===== config.mk =====
export PLATFORM = sky130hd
export DESIGN_NAME = ddr3_device_timing
export DESIGN_NICKNAME = d
export VERILOG_FILES = /design/src/design/ddr3_timing_pkg.sv /design/src/design/pin_sync2.sv /design/src/design/ddr3_device_timing.sv
export SDC_FILE = /design/constraint.sdc
export NUM_CORES = 1
export LEC_CHECK = 0
export ABC_CLOCK_PERIOD_IN_PS = 1700
export BUFFER_PORTS_ARGS = -buffer_cell sky130_fd_sc_hd__clkbuf_2
export CELL_PAD_IN_SITES_DETAIL_PLACEMENT = 2
export CELL_PAD_IN_SITES_GLOBAL_PLACEMENT = 2
export CORE_AREA = 5 5 66 112
export CTS_BUF_LIST = sky130_fd_sc_hd__clkbuf_4
export CTS_CLUSTER_SIZE = 30
export DETAILED_ROUTE_END_ITERATION = 8
export DIE_AREA = 0 0 71 117
export GPL_TIMING_DRIVEN = 1
export HOLD_SLACK_MARGIN = 0.03
export PLACE_DENSITY = 0.8
export SLEW_MARGIN = 20
export SYNTH_ARGS = -nofsm -noshare
export SYNTH_HDL_FRONTEND = slang
export SYNTH_SLANG_ARGS = --single-unit

===== constraint.sdc =====
create_clock -name clock -period 1.7 [get_ports clock]
set_clock_uncertainty 0.05 [all_clocks]
set_input_delay 0.425 -clock clock [delete_from_list [all_inputs] [get_ports clock]]
set_output_delay 0.425 -clock clock [all_outputs]
set_load 0.02 [all_outputs]

===== src/design/ddr3_timing_pkg.sv =====
// Constants and types for the DDR3 device timing block
`default_nettype none
package ddr3_timing_pkg;
    // System clock and timing figures
    localparam int CLK_PERIOD_PS = 100000;
    localparam int LEVEL_FB_MAX_PS = 7500;
    localparam int LEVEL_FB_RAW = LEVEL_FB_MAX_PS / CLK_PERIOD_PS;
    localparam int LEVEL_FB_CYCLES = (LEVEL_FB_RAW < 1) ? 1 : LEVEL_FB_RAW;
    localparam int REFRESH_RECOVERY_PS = 260000;
    localparam int REFRESH_OP_INT =
        (REFRESH_RECOVERY_PS + CLK_PERIOD_PS - 1) / CLK_PERIOD_PS;
    localparam logic [3:0] REFRESH_OP_CYCLES = 4'(REFRESH_OP_INT);
    localparam logic [3:0] ROW_OP_CYCLES = 4'h2;
    localparam logic [3:0] OP_IDLE = 4'h0;
    // Clocks after reset before pin edges are trusted
    localparam logic [1:0] SETTLE_DONE = 2'h3;

    // Counts of link clocks
    localparam logic [6:0] ZQ_SHORT_CLOCKS = 7'h40;
    localparam logic [6:0] ZQ_LAST = 7'h01;
    localparam logic [5:0] WR_TAIL_BURST8 = 6'h04;
    localparam logic [5:0] WR_TAIL_CHOP4 = 6'h02;
    localparam logic [5:0] WR_LAST = 6'h01;

    // Pin vector layout after synchronisation
    localparam int PIN_W = 8;
    localparam int PIN_CK = 0;
    localparam int PIN_CKE = 1;
    localparam int PIN_CS_N = 2;
    localparam int PIN_RAS_N = 3;
    localparam int PIN_CAS_N = 4;
    localparam int PIN_WE_N = 5;
    localparam int PIN_AP = 6;
    localparam int PIN_DQS = 7;

    // Commands as {ras_n, cas_n, we_n}
    typedef enum logic [2:0] {
        CMD_MRS = 3'h0,
        CMD_REF = 3'h1,
        CMD_PRE = 3'h2,
        CMD_ACT = 3'h3,
        CMD_WR = 3'h4,
        CMD_RD = 3'h5,
        CMD_ZQ = 3'h6,
        CMD_NOP = 3'h7
    } cmd_t;

    // Power-down state
    typedef enum logic [2:0] {
        PD_AWAKE = 3'h1,
        PD_DRAIN = 3'h2,
        PD_LOW = 3'h4
    } pd_state_t;

    typedef logic [4:0] latency_t;
endpackage
`default_nettype wire


===== src/design/pin_sync2.sv =====
// Two-flop synchroniser for a vector of pins
`timescale 1ns/1ps
`default_nettype none
module pin_sync2 #(
    parameter int W = 1
) (
    // Clock and reset
    input wire logic clock,
    input wire logic rst,
    // Pins in, synchronised out
    input wire logic [W-1:0] pins,
    output logic [W-1:0] pins_s
);
    logic [W-1:0] meta_q;
    logic [W-1:0] meta_d;
    logic [W-1:0] sync_q;
    logic [W-1:0] sync_d;

    always_comb begin
        meta_d = pins;
        sync_d = meta_q;
    end

    always_ff @(posedge clock) begin
        if (rst) begin
            meta_q <= '0;
            sync_q <= '0;
        end else begin
            meta_q <= meta_d;
            sync_q <= sync_d;
        end
    end

    assign pins_s = sync_q;
endmodule
`default_nettype wire


===== src/design/ddr3_device_timing.sv =====
// DDR3 device-side power-down, write-start, leveling and ZQ timing
`timescale 1ns/1ps
`default_nettype none
module ddr3_device_timing
    import ddr3_timing_pkg::*;
(
    // System clock and reset
    input wire logic clock,
    input wire logic rst,
    // Link pins from the controller
    input wire logic link_clk,
    input wire logic cke,
    input wire logic cs_n,
    input wire logic ras_n,
    input wire logic cas_n,
    input wire logic we_n,
    input wire logic addr_ap,
    input wire logic dqs,
    // Leveling feedback on the data pin
    output logic level_dq_o,
    output logic level_dq_oe,
    // Mode settings
    input wire ddr3_timing_pkg::latency_t write_latency_clocks,
    input wire logic chop4_fixed_by_mode,
    input wire logic leveling_mode,
    // Status
    output logic write_start,
    output logic low_power,
    output logic op_busy,
    output logic zq_busy,
    output logic zq_done
);
    import ddr3_timing_pkg::*;

    logic [PIN_W-1:0] pins_s;
    logic ck_s, cke_s, cs_n_s, ap_s, dqs_s;
    cmd_t cmd;
    logic ck_rise, dqs_rise, cmd_valid, armed;

    logic ck_prev_q, ck_prev_d, dqs_prev_q, dqs_prev_d;
    pd_state_t pd_q, pd_d;
    logic [3:0] op_cnt_q, op_cnt_d;
    logic op_busy_q, op_busy_d;
    logic low_power_q, low_power_d;
    logic [5:0] wr_cnt_q, wr_cnt_d;
    logic wr_pend_q, wr_pend_d;
    logic write_start_q, write_start_d;
    logic [6:0] zq_cnt_q, zq_cnt_d;
    logic zq_busy_q, zq_busy_d;
    logic zq_done_q, zq_done_d;
    logic level_dq_q, level_dq_d;
    logic level_oe_q, level_oe_d;
    logic [1:0] settle_q, settle_d;

    pin_sync2 #(.W(PIN_W)) u_sync (
        .clock(clock),
        .rst(rst),
        .pins({dqs, addr_ap, we_n, cas_n, ras_n, cs_n, cke, link_clk}),
        .pins_s(pins_s)
    );

    assign ck_s = pins_s[PIN_CK];
    assign cke_s = pins_s[PIN_CKE];
    assign cs_n_s = pins_s[PIN_CS_N];
    assign ap_s = pins_s[PIN_AP];
    assign dqs_s = pins_s[PIN_DQS];
    assign cmd = cmd_t'({pins_s[PIN_RAS_N], pins_s[PIN_CAS_N],
                         pins_s[PIN_WE_N]});
    // A pin already high at reset release must not look like a fresh edge
    assign armed = (settle_q == SETTLE_DONE);
    assign ck_rise = ck_s & ~ck_prev_q & armed;
    assign dqs_rise = dqs_s & ~dqs_prev_q & armed;
    // Commands are taken only on a link rising edge with clock enable high
    assign cmd_valid = ck_rise & cke_s & ~cs_n_s;

    always_comb begin
        ck_prev_d = ck_s;
        dqs_prev_d = dqs_s;
        settle_d = armed ? settle_q : settle_q + 2'h1;
        pd_d = pd_q;
        op_cnt_d = op_cnt_q;
        wr_cnt_d = wr_cnt_q;
        wr_pend_d = wr_pend_q;
        write_start_d = 1'b0;
        zq_cnt_d = zq_cnt_q;
        zq_busy_d = zq_busy_q;
        zq_done_d = 1'b0;
        level_dq_d = level_dq_q;
        level_oe_d = leveling_mode;

        // Row, precharge and refresh operations run on the system clock
        if (op_cnt_q != OP_IDLE) begin
            op_cnt_d = op_cnt_q - 4'h1;
        end
        if (cmd_valid) begin
            unique case (cmd)
                CMD_ACT, CMD_PRE: op_cnt_d = ROW_OP_CYCLES;
                CMD_REF: op_cnt_d = REFRESH_OP_CYCLES;
                default: ;
            endcase
        end

        // Internal write start counted in link clocks
        if (ck_rise && wr_pend_q) begin
            wr_cnt_d = wr_cnt_q - 6'h01;
            if (wr_cnt_q == WR_LAST) begin
                write_start_d = 1'b1;
                wr_pend_d = 1'b0;
            end
        end
        if (cmd_valid && cmd == CMD_WR) begin
            wr_pend_d = 1'b1;
            wr_cnt_d = {1'b0, write_latency_clocks} +
                (chop4_fixed_by_mode ? WR_TAIL_CHOP4 : WR_TAIL_BURST8);
        end

        // Short ZQ calibration window
        if (ck_rise && zq_busy_q) begin
            zq_cnt_d = zq_cnt_q - 7'h01;
            if (zq_cnt_q == ZQ_LAST) begin
                zq_busy_d = 1'b0;
                zq_done_d = 1'b1;
            end
        end
        if (cmd_valid && cmd == CMD_ZQ && !ap_s) begin
            zq_busy_d = 1'b1;
            zq_cnt_d = ZQ_SHORT_CLOCKS;
        end

        // Leveling: return sampled link clock level on strobe rise
        if (leveling_mode && dqs_rise) begin
            level_dq_d = ck_s;
        end

        // Power-down entry waits for the running operation
        unique case (pd_q)
            PD_AWAKE: begin
                if (ck_rise && !cke_s) begin
                    pd_d = (op_cnt_q != OP_IDLE) ? PD_DRAIN : PD_LOW;
                end
            end
            PD_DRAIN: begin
                if (ck_rise && cke_s) begin
                    pd_d = PD_AWAKE;
                end else if (op_cnt_q == OP_IDLE) begin
                    pd_d = PD_LOW;
                end
            end
            PD_LOW: begin
                if (ck_rise && cke_s) begin
                    pd_d = PD_AWAKE;
                end
            end
            default: pd_d = PD_AWAKE;
        endcase
        op_busy_d = (op_cnt_d != OP_IDLE);
        low_power_d = (pd_d == PD_LOW);
    end

    always_ff @(posedge clock) begin
        if (rst) begin
            ck_prev_q <= 1'b0;
            settle_q <= '0;
            dqs_prev_q <= 1'b0;
            pd_q <= PD_AWAKE;
            op_cnt_q <= OP_IDLE;
            op_busy_q <= 1'b0;
            low_power_q <= 1'b0;
            wr_cnt_q <= '0;
            wr_pend_q <= 1'b0;
            write_start_q <= 1'b0;
            zq_cnt_q <= '0;
            zq_busy_q <= 1'b0;
            zq_done_q <= 1'b0;
            level_dq_q <= 1'b0;
            level_oe_q <= 1'b0;
        end else begin
            ck_prev_q <= ck_prev_d;
            settle_q <= settle_d;
            dqs_prev_q <= dqs_prev_d;
            pd_q <= pd_d;
            op_cnt_q <= op_cnt_d;
            op_busy_q <= op_busy_d;
            low_power_q <= low_power_d;
            wr_cnt_q <= wr_cnt_d;
            wr_pend_q <= wr_pend_d;
            write_start_q <= write_start_d;
            zq_cnt_q <= zq_cnt_d;
            zq_busy_q <= zq_busy_d;
            zq_done_q <= zq_done_d;
            level_dq_q <= level_dq_d;
            level_oe_q <= level_oe_d;
        end
    end

    assign level_dq_o = level_dq_q;
    assign level_dq_oe = level_oe_q;
    assign write_start = write_start_q;
    assign low_power = low_power_q;
    assign op_busy = op_busy_q;
    assign zq_busy = zq_busy_q;
    assign zq_done = zq_done_q;

    // Helper counters for the checks below
    logic [5:0] chk_wr_edges_q, chk_wr_target_q;
    logic [6:0] chk_zq_edges_q;
    always_ff @(posedge clock) begin
        if (rst) begin
            chk_wr_edges_q <= '0;
            chk_wr_target_q <= '0;
            chk_zq_edges_q <= '0;
        end else begin
            if (cmd_valid && cmd == CMD_WR) begin
                chk_wr_edges_q <= '0;
                chk_wr_target_q <= wr_cnt_d;
            end else if (ck_rise) begin
                chk_wr_edges_q <= chk_wr_edges_q + 6'h01;
            end
            if (cmd_valid && cmd == CMD_ZQ && !ap_s) begin
                chk_zq_edges_q <= '0;
            end else if (ck_rise && zq_busy_q) begin
                chk_zq_edges_q <= chk_zq_edges_q + 7'h01;
            end
        end
    end
endmodule
`default_nettype wire


==> results of run 1 <==
[state kept, by name (all words and copies together) (netlist names), 2 cells and up]
signal	cells
zq_cnt_q	7
wr_cnt_q	6
op_cnt_q	4
pd_q	3
settle_q	2
u_sync.pins_s	8
u_sync.meta_q	8
[per-stage QoR]
stage / total power [mW] / hold slack, ps / setup TNS, ps / utilization / std cells
6_report: 2.44 / 213 / 0 / 0.389 / 330
5_1_grt: 2.59 / 207 / 0 / 0.389 / 330
4_1_cts: 2.45 / 201 / 0 / 0.387 / 330
3_5_place_dp: 1.90 / 376 / -11.1 / 0.377 / 322
3_3_place_gp: 1.87 / 369 / 0 / 0.377 / 322
2_1_floorplan: 1.67 / 364 / 0 / - / 212
[how the worst max path moves through the flow]
stage,start,endpoint,cells after the start
floorplan,op_cnt_q[0]$_SDFF_PP0_,op_busy$_SDFF_PP0_,6
global placement,write_latency_clocks[1],wr_cnt_q[3]$_SDFFE_PP0P_,6
detailed placement,settle_q[0]$_SDFFE_PP0P_,pd_q[0]$_SDFF_PP1_,6
CTS,op_cnt_q[1]$_SDFF_PP0_,op_busy$_SDFF_PP0_,6
global route,op_cnt_q[1]$_SDFF_PP0_,op_busy$_SDFF_PP0_,6
finish,settle_q[1]$_SDFFE_PP0P_,pd_q[0]$_SDFF_PP1_,6
[cell families (layout without fill, tap and decap cells)]
kind of cell	Yosys count	in the layout
fa+ha+maj	9	9
simple gates	87	87
mux	5	5
flops	48	48
buf+inv	18	54
compound gates	29	29
xor+xnor	16	16
[layout by cell type (no fill, tap or decap), types with 3 or more instances in the layout]
cell type / n
nor3_1: 5
dfxtp_1: 46
nand2_1: 6
nand3_1: 6
a211oi_2: 5
mux2i_1: 4
inv_1: 9
clkbuf_2: 23
clkbuf_4: 5
buf_4: 14
o21ai_0: 3
nor2_1: 17
ha_1: 7
nor2b_1: 22
a21o_1: 3
a21oi_1: 8
nor2_2: 6
xor2_1: 9
xnor2_1: 7
[layout make-up]
cell class                      instances  area, µm²
Inverter                                9       33.8
Clock inverter                          3       18.8
Multi-Input combinational cell        146       1130
Clock buffer                            5       37.5
Timing Repair Buffer                   37        220
Sequential cell                        48        963
Fill cell                             744       3930
Tap cell                               82        103
[power breakdown]
group	total, mW	switching (mW)	internal [mW]
Combinational	0.626	0.289	0.337
Clock	0.531	0.371	0.160
Sequential	1.28	0.0692	1.21
[layer usage]
layer	up-vias	global-route usage
met4	0	0.0414
met1	781	0.125
li1	789	-
met3	4	0.0265
met5	-	0
met2	22	0.260
[timing repair]
action	4_1_cts	5_1_grt
endpoints found under the setup margin	2	5
gates resized for setup	2	4
setup buffers	0	0
==> results, run 1 <==
- The flow ran to the end, and the final reports show no timing, DRC or antenna violations.
- After detailed placement, the total cell area comes to 2430 µm².
- At the placement stage, the worst setup path has a slack of -11.1 ps.
- After synthesis, the share of cell area in mux cells is 0.0238.
- Clock-pin slew was measured on the worst setup and hold paths at 150 ps.
- The root cell of the clock tree is clkbuf_4.
- STA classifies the critical path startpoint as a flip-flop.
- The total wirelength of the detailed-routed design is 4790 µm.
- The buffers plus inverters on the worst setup path is 1.
- Data arrives at the worst endpoint at 1810 ps.
- Setup violations remaining at the end of the flow were counted as 0.
- The routed wire length per instance is 14.5 µm.
- Detailed routing inserted a total of 1,596 vias.
- The final weighted congestion in routability-driven placement is 0.725.
- In this run, the number of DRC markers left after iteration 0 of detailed routing was 30.
- Counting I/O delays and the setup requirement, the final critical path takes 1600 ps.
- After detailed routing, the number of vias per cell comes to 4.84.
- At the worst endpoint, the required time is 1910 ps.
- The max-slew headroom at the worst pin is 0.655.
- Across the VDD grid, the largest voltage drop is 513 µV.
- The cell count of the worst reg-to-reg path is 6.
- Of the total synthesized cell area, the portion taken by AND, OR, NAND and NOR gates is 0.267.
- The residual overflow from global routing is 0.
- Sorting the synthesized cells by how often they occur yields dfxtp_1, nor2b_1, nor2_1.
- Entering global routing, the biggest net connects 25 pins.
- By area the synthesized netlist is led by dfxtp_1, nor2b_1, ha_1, xor2_1, nor2_1.
- In this design, the stage delay of the slowest critical-path cell is 360 ps.
- Across every metal layer, demand over resource in global routing totals 0.128.
- The setup path with the least slack is of type reg -> reg.
- For this design, the CTS-stage hold fixing added 0 buffers.
- In this run the worst hold path is classified as in -> reg.
- The final non-filler cell area is 2510 µm².
- The slack of the worst reg-to-reg path is 100 ps.
- Setup repair after global routing left no endpoint under its margin.
- The post-synthesis instance area is 2150 µm².
- The compound-gate portion of the synthesized area is 0.103.
- The post-synthesis xor/xnor area fraction is 0.0651.
- Wire segments on met2 add up to 2830 µm in the final route.
- Summed over all instances, the cell type with the most area after synthesis is dfxtp_1.
- Counting every sink on the clock net gives 48.
- Detailed routing placed a total of 131 µm of wire on met3.
- The instance count of the mapped netlist is 212.
- The highest routing layer actually used is met4.
- TritonCTS created 5 clock buffers.
- The initial cell density of the core is 0.334.
- When the netlist entered floorplanning its net count stood at 238.
- The via count of the first global-routing pass came to 1,807.
- The worst hold path begins at we_n.
- The buffer depth of the longest clock path is 2.
- The area added between synthesis and finish is 16.6%.
- The sequential element share of the synthesized area is 0.447.
- The CTS tree is yes.
- The worst-skew pair later-pin latency is 360 ps.
- The ratio of cells with drive above 1 in the final layout is 0.294.
- Setup slack on the critical path of the routed design comes to 100 ps.
- After synthesis, the share of flip-flops with an asynchronous set or reset is 0.
- For hold timing, the worst endpoint is u_sync.meta_q[5]$_SDFF_PP0_.
- After legalization and detailed placement, the total HPWL measured 3910 µm.
- The critical path goes through ha_4, buf_4, and3b_1, a21oi_2, a22oi_1, or2_2.
- For this run, the number of Yosys warnings is 0.
- Max-cap violations in this run came to 0.
- The arithmetic-cell share of the synthesized area counting full adders, half adders and majority gates is 0.0558.
- The most used flip-flop cell after synthesis is dfxtp_1.
- The portion of synthesized cell area occupied by the leading cell type is 0.447.
- The count of pins over their slew limit was 0.
- The number of cells on the worst hold path is 2.
- Of the available clock period, the critical path in the final layout requires 0.941.
- The category of the worst setup path capture point is a flip-flop.
- In this run the tool buffered the top-level ports with 23 buffer cells.
- In this run the remaining antenna-violating nets after routing total 0.
- In this run the number of H-tree levels came out at 2.
- For this run, design rule violations remaining after detail routing come to 0.
- The number of distinct library cells after synthesis is 46.
- The area of the die is 8310 µm².
- The number of register bits inferred by synthesis is 48.
- In this run, synthesis inferred 0 flip-flops with an integrated enable.
- The static leakage is 1.05 nW.
- The power density over cell area is 971 nW/µm².
- The number of antenna violations at the first check in global routing is 0.
- The number of failing hold endpoints at the final stage is 0.
- The worst-path cell with the longest stage delay is dfxtp_1.
- During I/O placement, the number of pins put on the boundary was 24.
- Yosys instantiated no cell more often than dfxtp_1.
- On the critical path the largest part of the delay comes from simple AND/OR/NAND/NOR gates.
- Based on the critical path, the design can be clocked at up to 0.625 GHz.
- The die extent in x is 71 µm.
- At the pin with the least slew margin, the transition time is 517 ps.
- The wire length the detailed router placed on met1 is 1760 µm.
- The destination of the worst register-to-register timing path is pd_q[0]$_SDFF_PP1_.
- In this run the critical register-to-register path is launched from settle_q[1]$_SDFFE_PP0P_.
- The count of standard-cell rows is 39.
- The maximum fanout along the worst path is 5.
- The number of diodes is 0.
- A synthesized cell averages 10.2 µm².
- The wire length of the first global-routing pass is 8320 µm.
- After synthesis, the largest family of logic cells by area is simple AND/OR/NAND/NOR gates.
- The layout net count is 273.
- The first TritonRoute pass finished after 3 iterations.
- The die span in y is 117 µm.
- After floorplanning, the core was sized to cover 6440 µm².
Note: power is estimated with default switching activity, not from simulation.
==> inputs of run 2 (changes only) <==
- ABC_AREA: not set -> 1
- CORE_AREA: 5 5 66 112 -> 5 5 70 119
- DIE_AREA: 0 0 71 117 -> 0 0 75 124
- PLACE_DENSITY: 0.8 -> 0.79
==> results, run 2 <==
- The run finished with clean final reports.
- The hold-fix buffer count after cts was 0 (unchanged).
- The layout net count is 355 (+30%).
- The max-slew headroom at the worst pin is 0.776 (+0.121).
- The worst supply voltage drop on vdd is 494 µV (-3.7%).
- The source of the worst register-to-register timing path is settle_q[1]$_SDFFE_PP0P_.
- The ratio of cells with drive above 1 in the final layout was 0.182 (-0.113).
- The routed wire length per instance came to 13.1 µm (-9.9%).
- The top cell types in the final layout, fill and taps aside, are inv_1, nor2_1, dfxtp_1.
- The power spent charging and discharging nets is 0.830 mW (+14%).
- The cell area reported after detailed placement was 2410 µm² (-0.57%).
- The average size of a mapped cell is 7.34 µm² (-28%).
- The root buffer cell chosen for the clock tree is clkbuf_4.
- The final weighted congestion in routability-driven placement is 0.782 (+7.8%).
- The initial cell density of the core is 0.299 (-0.0349).
- The kind of cell with the highest combined delay along the critical path is simple AND/OR/NAND/NOR gates.
- The final critical delay including setup and external delays is 1550 ps (-46.1 ps).
- The total wirelength of the detailed-routed design was 5440 µm (+14%).
- The clock slew seen by the registers of the worst setup and hold paths is 150 ps (about the same).
- The wire length of the first global-routing pass came to 9830 µm (+18%).
- The via count came to 1,966 (+23%).
- The dominant cell by count in the synthesized netlist is inv_1.
- The via count of the first global-routing pass is 2,249 (+24%).
- The count of standard-cell rows is 41 (+5.1%).
- The hold slack is 167 ps (-46.9 ps).
- The placed wire-length estimate after detailed placement is 4220 µm (+7.9%).
- The placeable core region is 7230 µm² (+12%).
- The maximum fanout along the worst path is 12 (+7).
- The worst hold-check path type is in -> reg.
- Setup repair after global routing left no endpoint under its margin.
- The remaining antenna violation count is 0 (unchanged).
- The number of setup violations in the final report came to 0 (unchanged).
- The area of the die is 9300 µm² (+12%).
- The sequential share of power is 0.524 (about the same).
- The most instantiated flip-flop cell in the synthesis netlist is dfxtp_1.
- The total global routing track utilization is 0.137 (+0.00956).
- The origin of the worst min-delay path is ras_n.
- The signal on the critical path passes through ha_4, nand3_2, nor2_4, nand3_4, buf_4, o21ai_1, a21oi_2.
- The die extent in x is 75 µm (+5.6%).
- The overall power is 2.46 mW (+0.96%).
- The buffer depth of the longest clock path is 2 (unchanged).
- The number of distinct library cells after synthesis is 27 (-41%).
- The number of failing hold endpoints at the final stage is 0 (unchanged).
- The number of register bits inferred by synthesis is 48 (unchanged).
- The static leakage was 1.19 nW (+13%).
- The die span in y came to 124 µm (+6.0%).
- The launch point of the critical path is settle_q[1]$_SDFFE_PP0P_.
- The critical path data arrival time came to 1770 ps (-40 ps).
- The slowest stage of the critical path is the dfxtp_1 cell.
- The number of buffers added on ports is 23 (unchanged).
- The fraction of synthesis flops using an asynchronous set or reset pin is 0 (unchanged).
- The number of non-filler instances in the completed layout is 416 (+26%).
- The library cell used most frequently in the layout, excluding fill and tap cells, is inv_1.
- The critical path required time is 1920 ps (about the same).
- The maximum achievable frequency is 0.644 GHz (+3.0%).
- The residual overflow from global routing came to 0 (unchanged).
- The count of pins over their slew limit is 0 (unchanged).
- The critical path start-end classification is reg -> reg.
- The instance count of the mapped netlist is 295 (+39%).
- The final worst-path cycle share is 0.914 (-0.0271).
- The buffers plus inverters on the worst setup path is 1 (unchanged).
- The instance count after placement with tap cells included came to 406 (+26%).
- In the synthesized netlist, the cells that appear most often are inv_1, nor2_1, dfxtp_1.
- The combinational share of power is 0.247 (-0.010).
- The number of buffers created by CTS is 5 (unchanged).
- The via-per-instance ratio was 4.73 (-2.3%).
- The sequential element share of the synthesized area is 0.444 (-0.00258).
- The final non-filler cell area is 2550 µm² (+1.6%).
- The post-synthesis instance area is 2160 µm² (+0.58%).
- The kind of start point of the critical path is a flip-flop.
- The largest net degree at the start of global routing is 28 (+12%).
- The number of placed I/O pins is 24 (unchanged).
- The proportion of total power due to net switching is 0.337 (+0.0381).
- The category of the worst setup path capture point is a flip-flop.
- The pin slew with the least headroom to its limit was 334 ps (-184 ps).
- The violation count after the first detailed-route iteration was 23 (-23%).
- The net count after synthesis is 321 (+35%).
- By area the synthesized netlist is led by dfxtp_1, inv_1, nor2_1, nand2_1, nand3_1.
- The design internal power is 1.63 mW (-4.5%).
- The delay of the slowest cell on the worst path is 400 ps (+40 ps).
- The number of enable flip-flop cells after synthesis is 0 (unchanged).
- The residual DRC count is 0 (unchanged).
- Compared with the post-synthesis result, the final layout area differs by 17.8%.
- The count of TritonRoute iterations in the first routing pass came to 4 (+1).
- The H-tree depth reported by CTS was 2 (unchanged).
- The power density over cell area is 964 nW/µm² (-0.68%).
- The top cell type by total area after synthesis is dfxtp_1.
- The number of warnings printed during yosys synthesis is 0 (unchanged).
- The number of sinks handled by clock tree synthesis was 48 (unchanged).
- The number of antenna violations at the first check in global routing is 0 (unchanged).
- The portion of synthesized cell area occupied by the leading cell type was 0.444 (-0.00258).
- The number of diodes is 0 (unchanged).
- The CTS tree is yes.
- The number of violations of the max-capacitance limit is 0 (unchanged).
- The worst-skew pair later-pin latency is 380 ps (+20 ps).
- The proportion of power drawn by the clock network is 0.229 (+0.011).
==> run 2: cell count changes in the layout (fill, tap and decap cells not counted), moves of 4 or more <==
cell and delta:
a211oi_2 -5, a21oi_1 +5, buf_4 -5, inv_1 +45, mux2i_1 -4, nand2_1 +38
nand3_1 +18, nand4_1 +4, nor2_1 +32, nor2_2 -5, nor2_4 +6, nor2b_1 -22
o21ai_0 +6, xnor2_1 -6
==> run 2: worst register-to-register path: stages (launching register included) <==
cell	delay, ps
dfxtp_1	400
ha_4	170
nand3_2	150
nor2_4	150
nand3_4	150
buf_4	190
o21ai_1	140
a21oi_2	60
==> run 2: what timing repair did <==
action                     4_1_cts  5_1_grt
setup endpoints to repair        5       20
buffers inserted                 0        2
gates resized for setup          4       13
pin swaps                        0        1
==> run 2: cell type report <==
type / instances / area [µm²]
inverters: 56 / 210
clock inverters: 2 / 16.3
fillers: 869 / 4680
repair buffers: 32 / 183
clock buffers: 6 / 45.0
well taps: 86 / 108
flip-flops and latches: 48 / 962
multi-input cells: 186 / 1030
==> run 2: stage by stage <==
stage	utilization	setup WS, ps	setup TNS (ps)
global placement	0.334	19.2	0
global route	0.353	7.39	0
finish	0.353	146	0
floorplan	-	157	0
detailed placement	0.334	-41.0	-101
CTS	0.344	12.7	0
==> run 2: per-layer routing <==
metal  GRT usage  vias to the layer above  share of wire
met5           0                        -              0
met2       0.265                       25           0.59
met1       0.132                      951           0.35
li1            -                      978              -
met3      0.0258                       12          0.022
met4      0.0668                        0          0.035
==> run 2: path summary, 6_finish.rpt <==
path | slack, ps | endpoint | cells after the start
worst max-delay path | 150 | wr_cnt_q[2]$_SDFFE_PP0P_ | 7
worst min-delay path | 170 | u_sync.meta_q[3]$_SDFF_PP0_ | 3
worst max register to register | 150 | wr_cnt_q[2]$_SDFFE_PP0P_ | 7
worst min register to register | 370 | u_sync.pins_s[6]$_SDFF_PP0_ | 2
==> run 2: logic make-up (layout without fill, tap and decap cells) <==
logic type,Yosys count,in the layout,share of synthesized area
simple gates,140,140,0.288
buf+inv,61,96,0.109
flops,48,48,0.444
compound gates,29,29,0.0711
fa+ha+maj,9,9,0.0555
xor+xnor,8,8,0.0324
==> run 2: power groups by stage <==
stage          registers [mW]  clock network [mW]  logic [mW]
2_1_floorplan            1.32                   0       0.363
3_3_place_gp             1.30                   0       0.515
3_5_place_dp             1.30                   0       0.555
4_1_cts                  1.28               0.606       0.570
5_1_grt                  1.30               0.634       0.709
6_report                 1.29               0.563       0.608
==> inputs of run 3 (changes only) <==
--- a/constraint.sdc
+++ b/constraint.sdc
@@ -4,2 +4,2 @@
 set_output_delay 0.425 -clock clock [all_outputs]
-set_load 0.02 [all_outputs]
+set_load 0.1 [all_outputs]
==> results, run 3 (synthesis gave the netlist of run 2 again) <==
- The run finished with clean final reports.
- The number of failing hold endpoints at the final stage is 0 (unchanged).
- The number of antenna violations at the first check in global routing is 1 (+1).
- The total wirelength of the detailed-routed design is 5240 µm (-3.7%).
- The area used by multi-input combinational logic is 1020 µm² (-0.98%).
- The die span in y came to 124 µm (unchanged).
- The library cells used most frequently in the layout, excluding fill and tap cells, are inv_1, nor2_1, dfxtp_1.
- The delay of the slowest cell on the worst path was 450 ps (+50 ps).
- The power spent charging and discharging nets is 0.932 mW (+12%).
- The critical path start-end classification is reg -> out.
- The via-per-instance ratio was 4.65 (-1.7%).
- The proportion of power drawn by the clock network is 0.214 (-0.015).
- The power density over cell area is 1010 nW/µm² (+4.7%).
- The total negative setup slack is 0 ps (unchanged).
- The via count is 1,937 (-1.5%).
- The final critical delay including setup and external delays came to 1640 ps (+86.1 ps).
- The number of buffers created by CTS was 5 (unchanged).
- The via count of the first global-routing pass was 2,098 (-6.7%).
- The largest net degree at the start of global routing was 23 (-18%).
- The highest routing layer actually used is met4.
- The area of the die is 9300 µm² (unchanged).
- The worst-path cell with the longest stage delay is clkbuf_2.
- The area added between synthesis and finish is 17.4%.
- The kind of start point of the critical path is a flip-flop.
- The final worst-path cycle share is 0.965 (+0.0507).
- The final weighted congestion in routability-driven placement is 0.778 (-0.47%).
- The wire length the detailed router placed on met1 was 1820 µm (-4.6%).
- The critical path required time is 1220 ps (-700 ps).
- The maximum fanout along the worst path is 2 (-10).
- Leaving out fill and tap cells, the most frequent cell in the layout is inv_1.
- The buffer depth of the longest clock path is 2 (unchanged).
- The number of violations of the max-capacitance limit was 0 (unchanged).
- The sequential share of power came to 0.502 (-0.022).
- The die extent in x is 75 µm (unchanged).
- The signal on the critical path passes through clkbuf_2.
- The worst setup path is captured at an output port.
- The initial cell density of the core is 0.299 (unchanged).
- The remaining antenna violation count is 0 (unchanged).
- The buffers plus inverters on the worst setup path is 1 (unchanged).
- The count of TritonRoute iterations in the first routing pass is 4 (unchanged).
- The CTS tree is yes.
- The number of buffers added on ports is 23 (unchanged).
- The worst-skew pair later-pin latency is 360 ps (-20 ps).
- The routed wire length per instance is 12.6 µm (-3.9%).
- The clock slew seen by the registers of the worst setup and hold paths is 130 ps (-20 ps).
- The violation count after the first detailed-route iteration came to 28 (+22%).
- The design internal power came to 1.63 mW (+0.24%).
- The static leakage was 1.19 nW (+0.25%).
- The combinational share of power came to 0.284 (+0.037).
- The total global routing track utilization is 0.130 (-0.00773).
- The number of sinks handled by clock tree synthesis is 48 (unchanged).
- The hold-fix buffer count after cts is 0 (unchanged).
- The layout net count is 355 (unchanged).
- The placed wire-length estimate after detailed placement is 4200 µm (-0.43%).
- The residual DRC count is 0 (unchanged).
- The number of setup violations in the final report is 0 (unchanged).
- The root cell of the clock tree is clkbuf_4.
- The register cell area after layout is 963 µm² (+0.13%).
- The max-slew headroom at the worst pin is 0.637 (-0.138).
- The count of standard-cell rows is 41 (unchanged).
- The count of pins over their slew limit is 0 (unchanged).
- The placeable core region came to 7230 µm² (unchanged).
- The residual overflow from global routing is 0 (unchanged).
- The H-tree depth reported by CTS is 2 (unchanged).
- The filler cell count in the final layout is 861 (-0.92%).
- The maximum achievable frequency was 0.610 GHz (-5.3%).
- The ratio of cells with drive above 1 in the final layout was 0.182 (unchanged).
- The proportion of total power due to net switching was 0.363 (+0.0258).
- The detailed route wirelength on metal3 was 123 µm (+0.82%).
- The number of placed I/O pins was 24 (unchanged).
- The wire length of the first global-routing pass was 9250 µm (-6.0%).
- The critical path data arrival time is 1160 ps (-610 ps).
- The worst supply voltage drop on vdd is 459 µV (-7.2%).
- The length of routed met2 wiring is 3190 µm (-0.93%).
- The hold slack came to 185 ps (+18.3 ps).
- The worst hold-check path type is in -> reg.
- The pin slew with the least headroom to its limit is 546 ps (+213 ps).
- The cell family contributing the most delay on the critical path is buffers and inverters.
==> run 3: final cells by class <==
class                      instances  area share
clock buffer                       7      0.0207
multi-input combinational        186       0.400
inverter                          56      0.0827
antenna                            1    0.000985
tap                               86      0.0423
clock inverter                     1     0.00148
timing repair buffer              32      0.0729
sequential                        48       0.379
==> run 3: path summary, 6_finish.rpt <==
kind	startpoint	slack (ps)	end	cells past startpoint
hold / removal	ras_n	180	u_sync.meta_q[3]$_SDFF_PP0_	3
setup reg to reg	op_cnt_q[0]$_SDFF_PP0_	180	op_busy$_SDFF_PP0_	9
setup / recovery	level_dq_o$_SDFFE_PP0P_	60	level_dq_o	1
hold reg to reg	u_sync.meta_q[1]$_SDFF_PP0_	360	u_sync.pins_s[1]$_SDFF_PP0_	2
==> run 3: timing repair <==
item / CTS / global route
setup buffers: 0 / 2
endpoints found under the setup margin: 9 / 16
gates resized for setup: 4 / 13
pin swaps: 0 / 1
==> run 3: layer usage <==
metal | GRT usage | vias to the layer above
li1 | - | 974
met1 | 0.118 | 935
met2 | 0.264 | 20
met3 | 0.0186 | 8
met4 | 0.0568 | 0
met5 | 0 | -
==> run 3: power by group through the flow <==
stage / logic, mW / registers, mW / clock network [mW]
floorplan: 0.363 / 1.44 / 0
global placement: 0.637 / 1.30 / 0
detailed placement: 0.675 / 1.30 / 0
CTS: 0.685 / 1.28 / 0.583
global route: 0.835 / 1.30 / 0.629
finish: 0.729 / 1.29 / 0.550
==> run 3: per-stage QoR <==
step / setup WS (ps) / std cells / power (mW) / util / area [µm²]
after floorplan: 157 / 295 / 1.80 / - / 2170
after global placement: 18.0 / 406 / 1.93 / 0.334 / 2410
after detailed placement: -13.1 / 406 / 1.98 / 0.334 / 2410
after CTS: 0.907 / 414 / 2.55 / 0.343 / 2480
after global routing: -6.54 / 417 / 2.77 / 0.351 / 2540
final: 60.2 / 417 / 2.57 / 0.351 / 2540
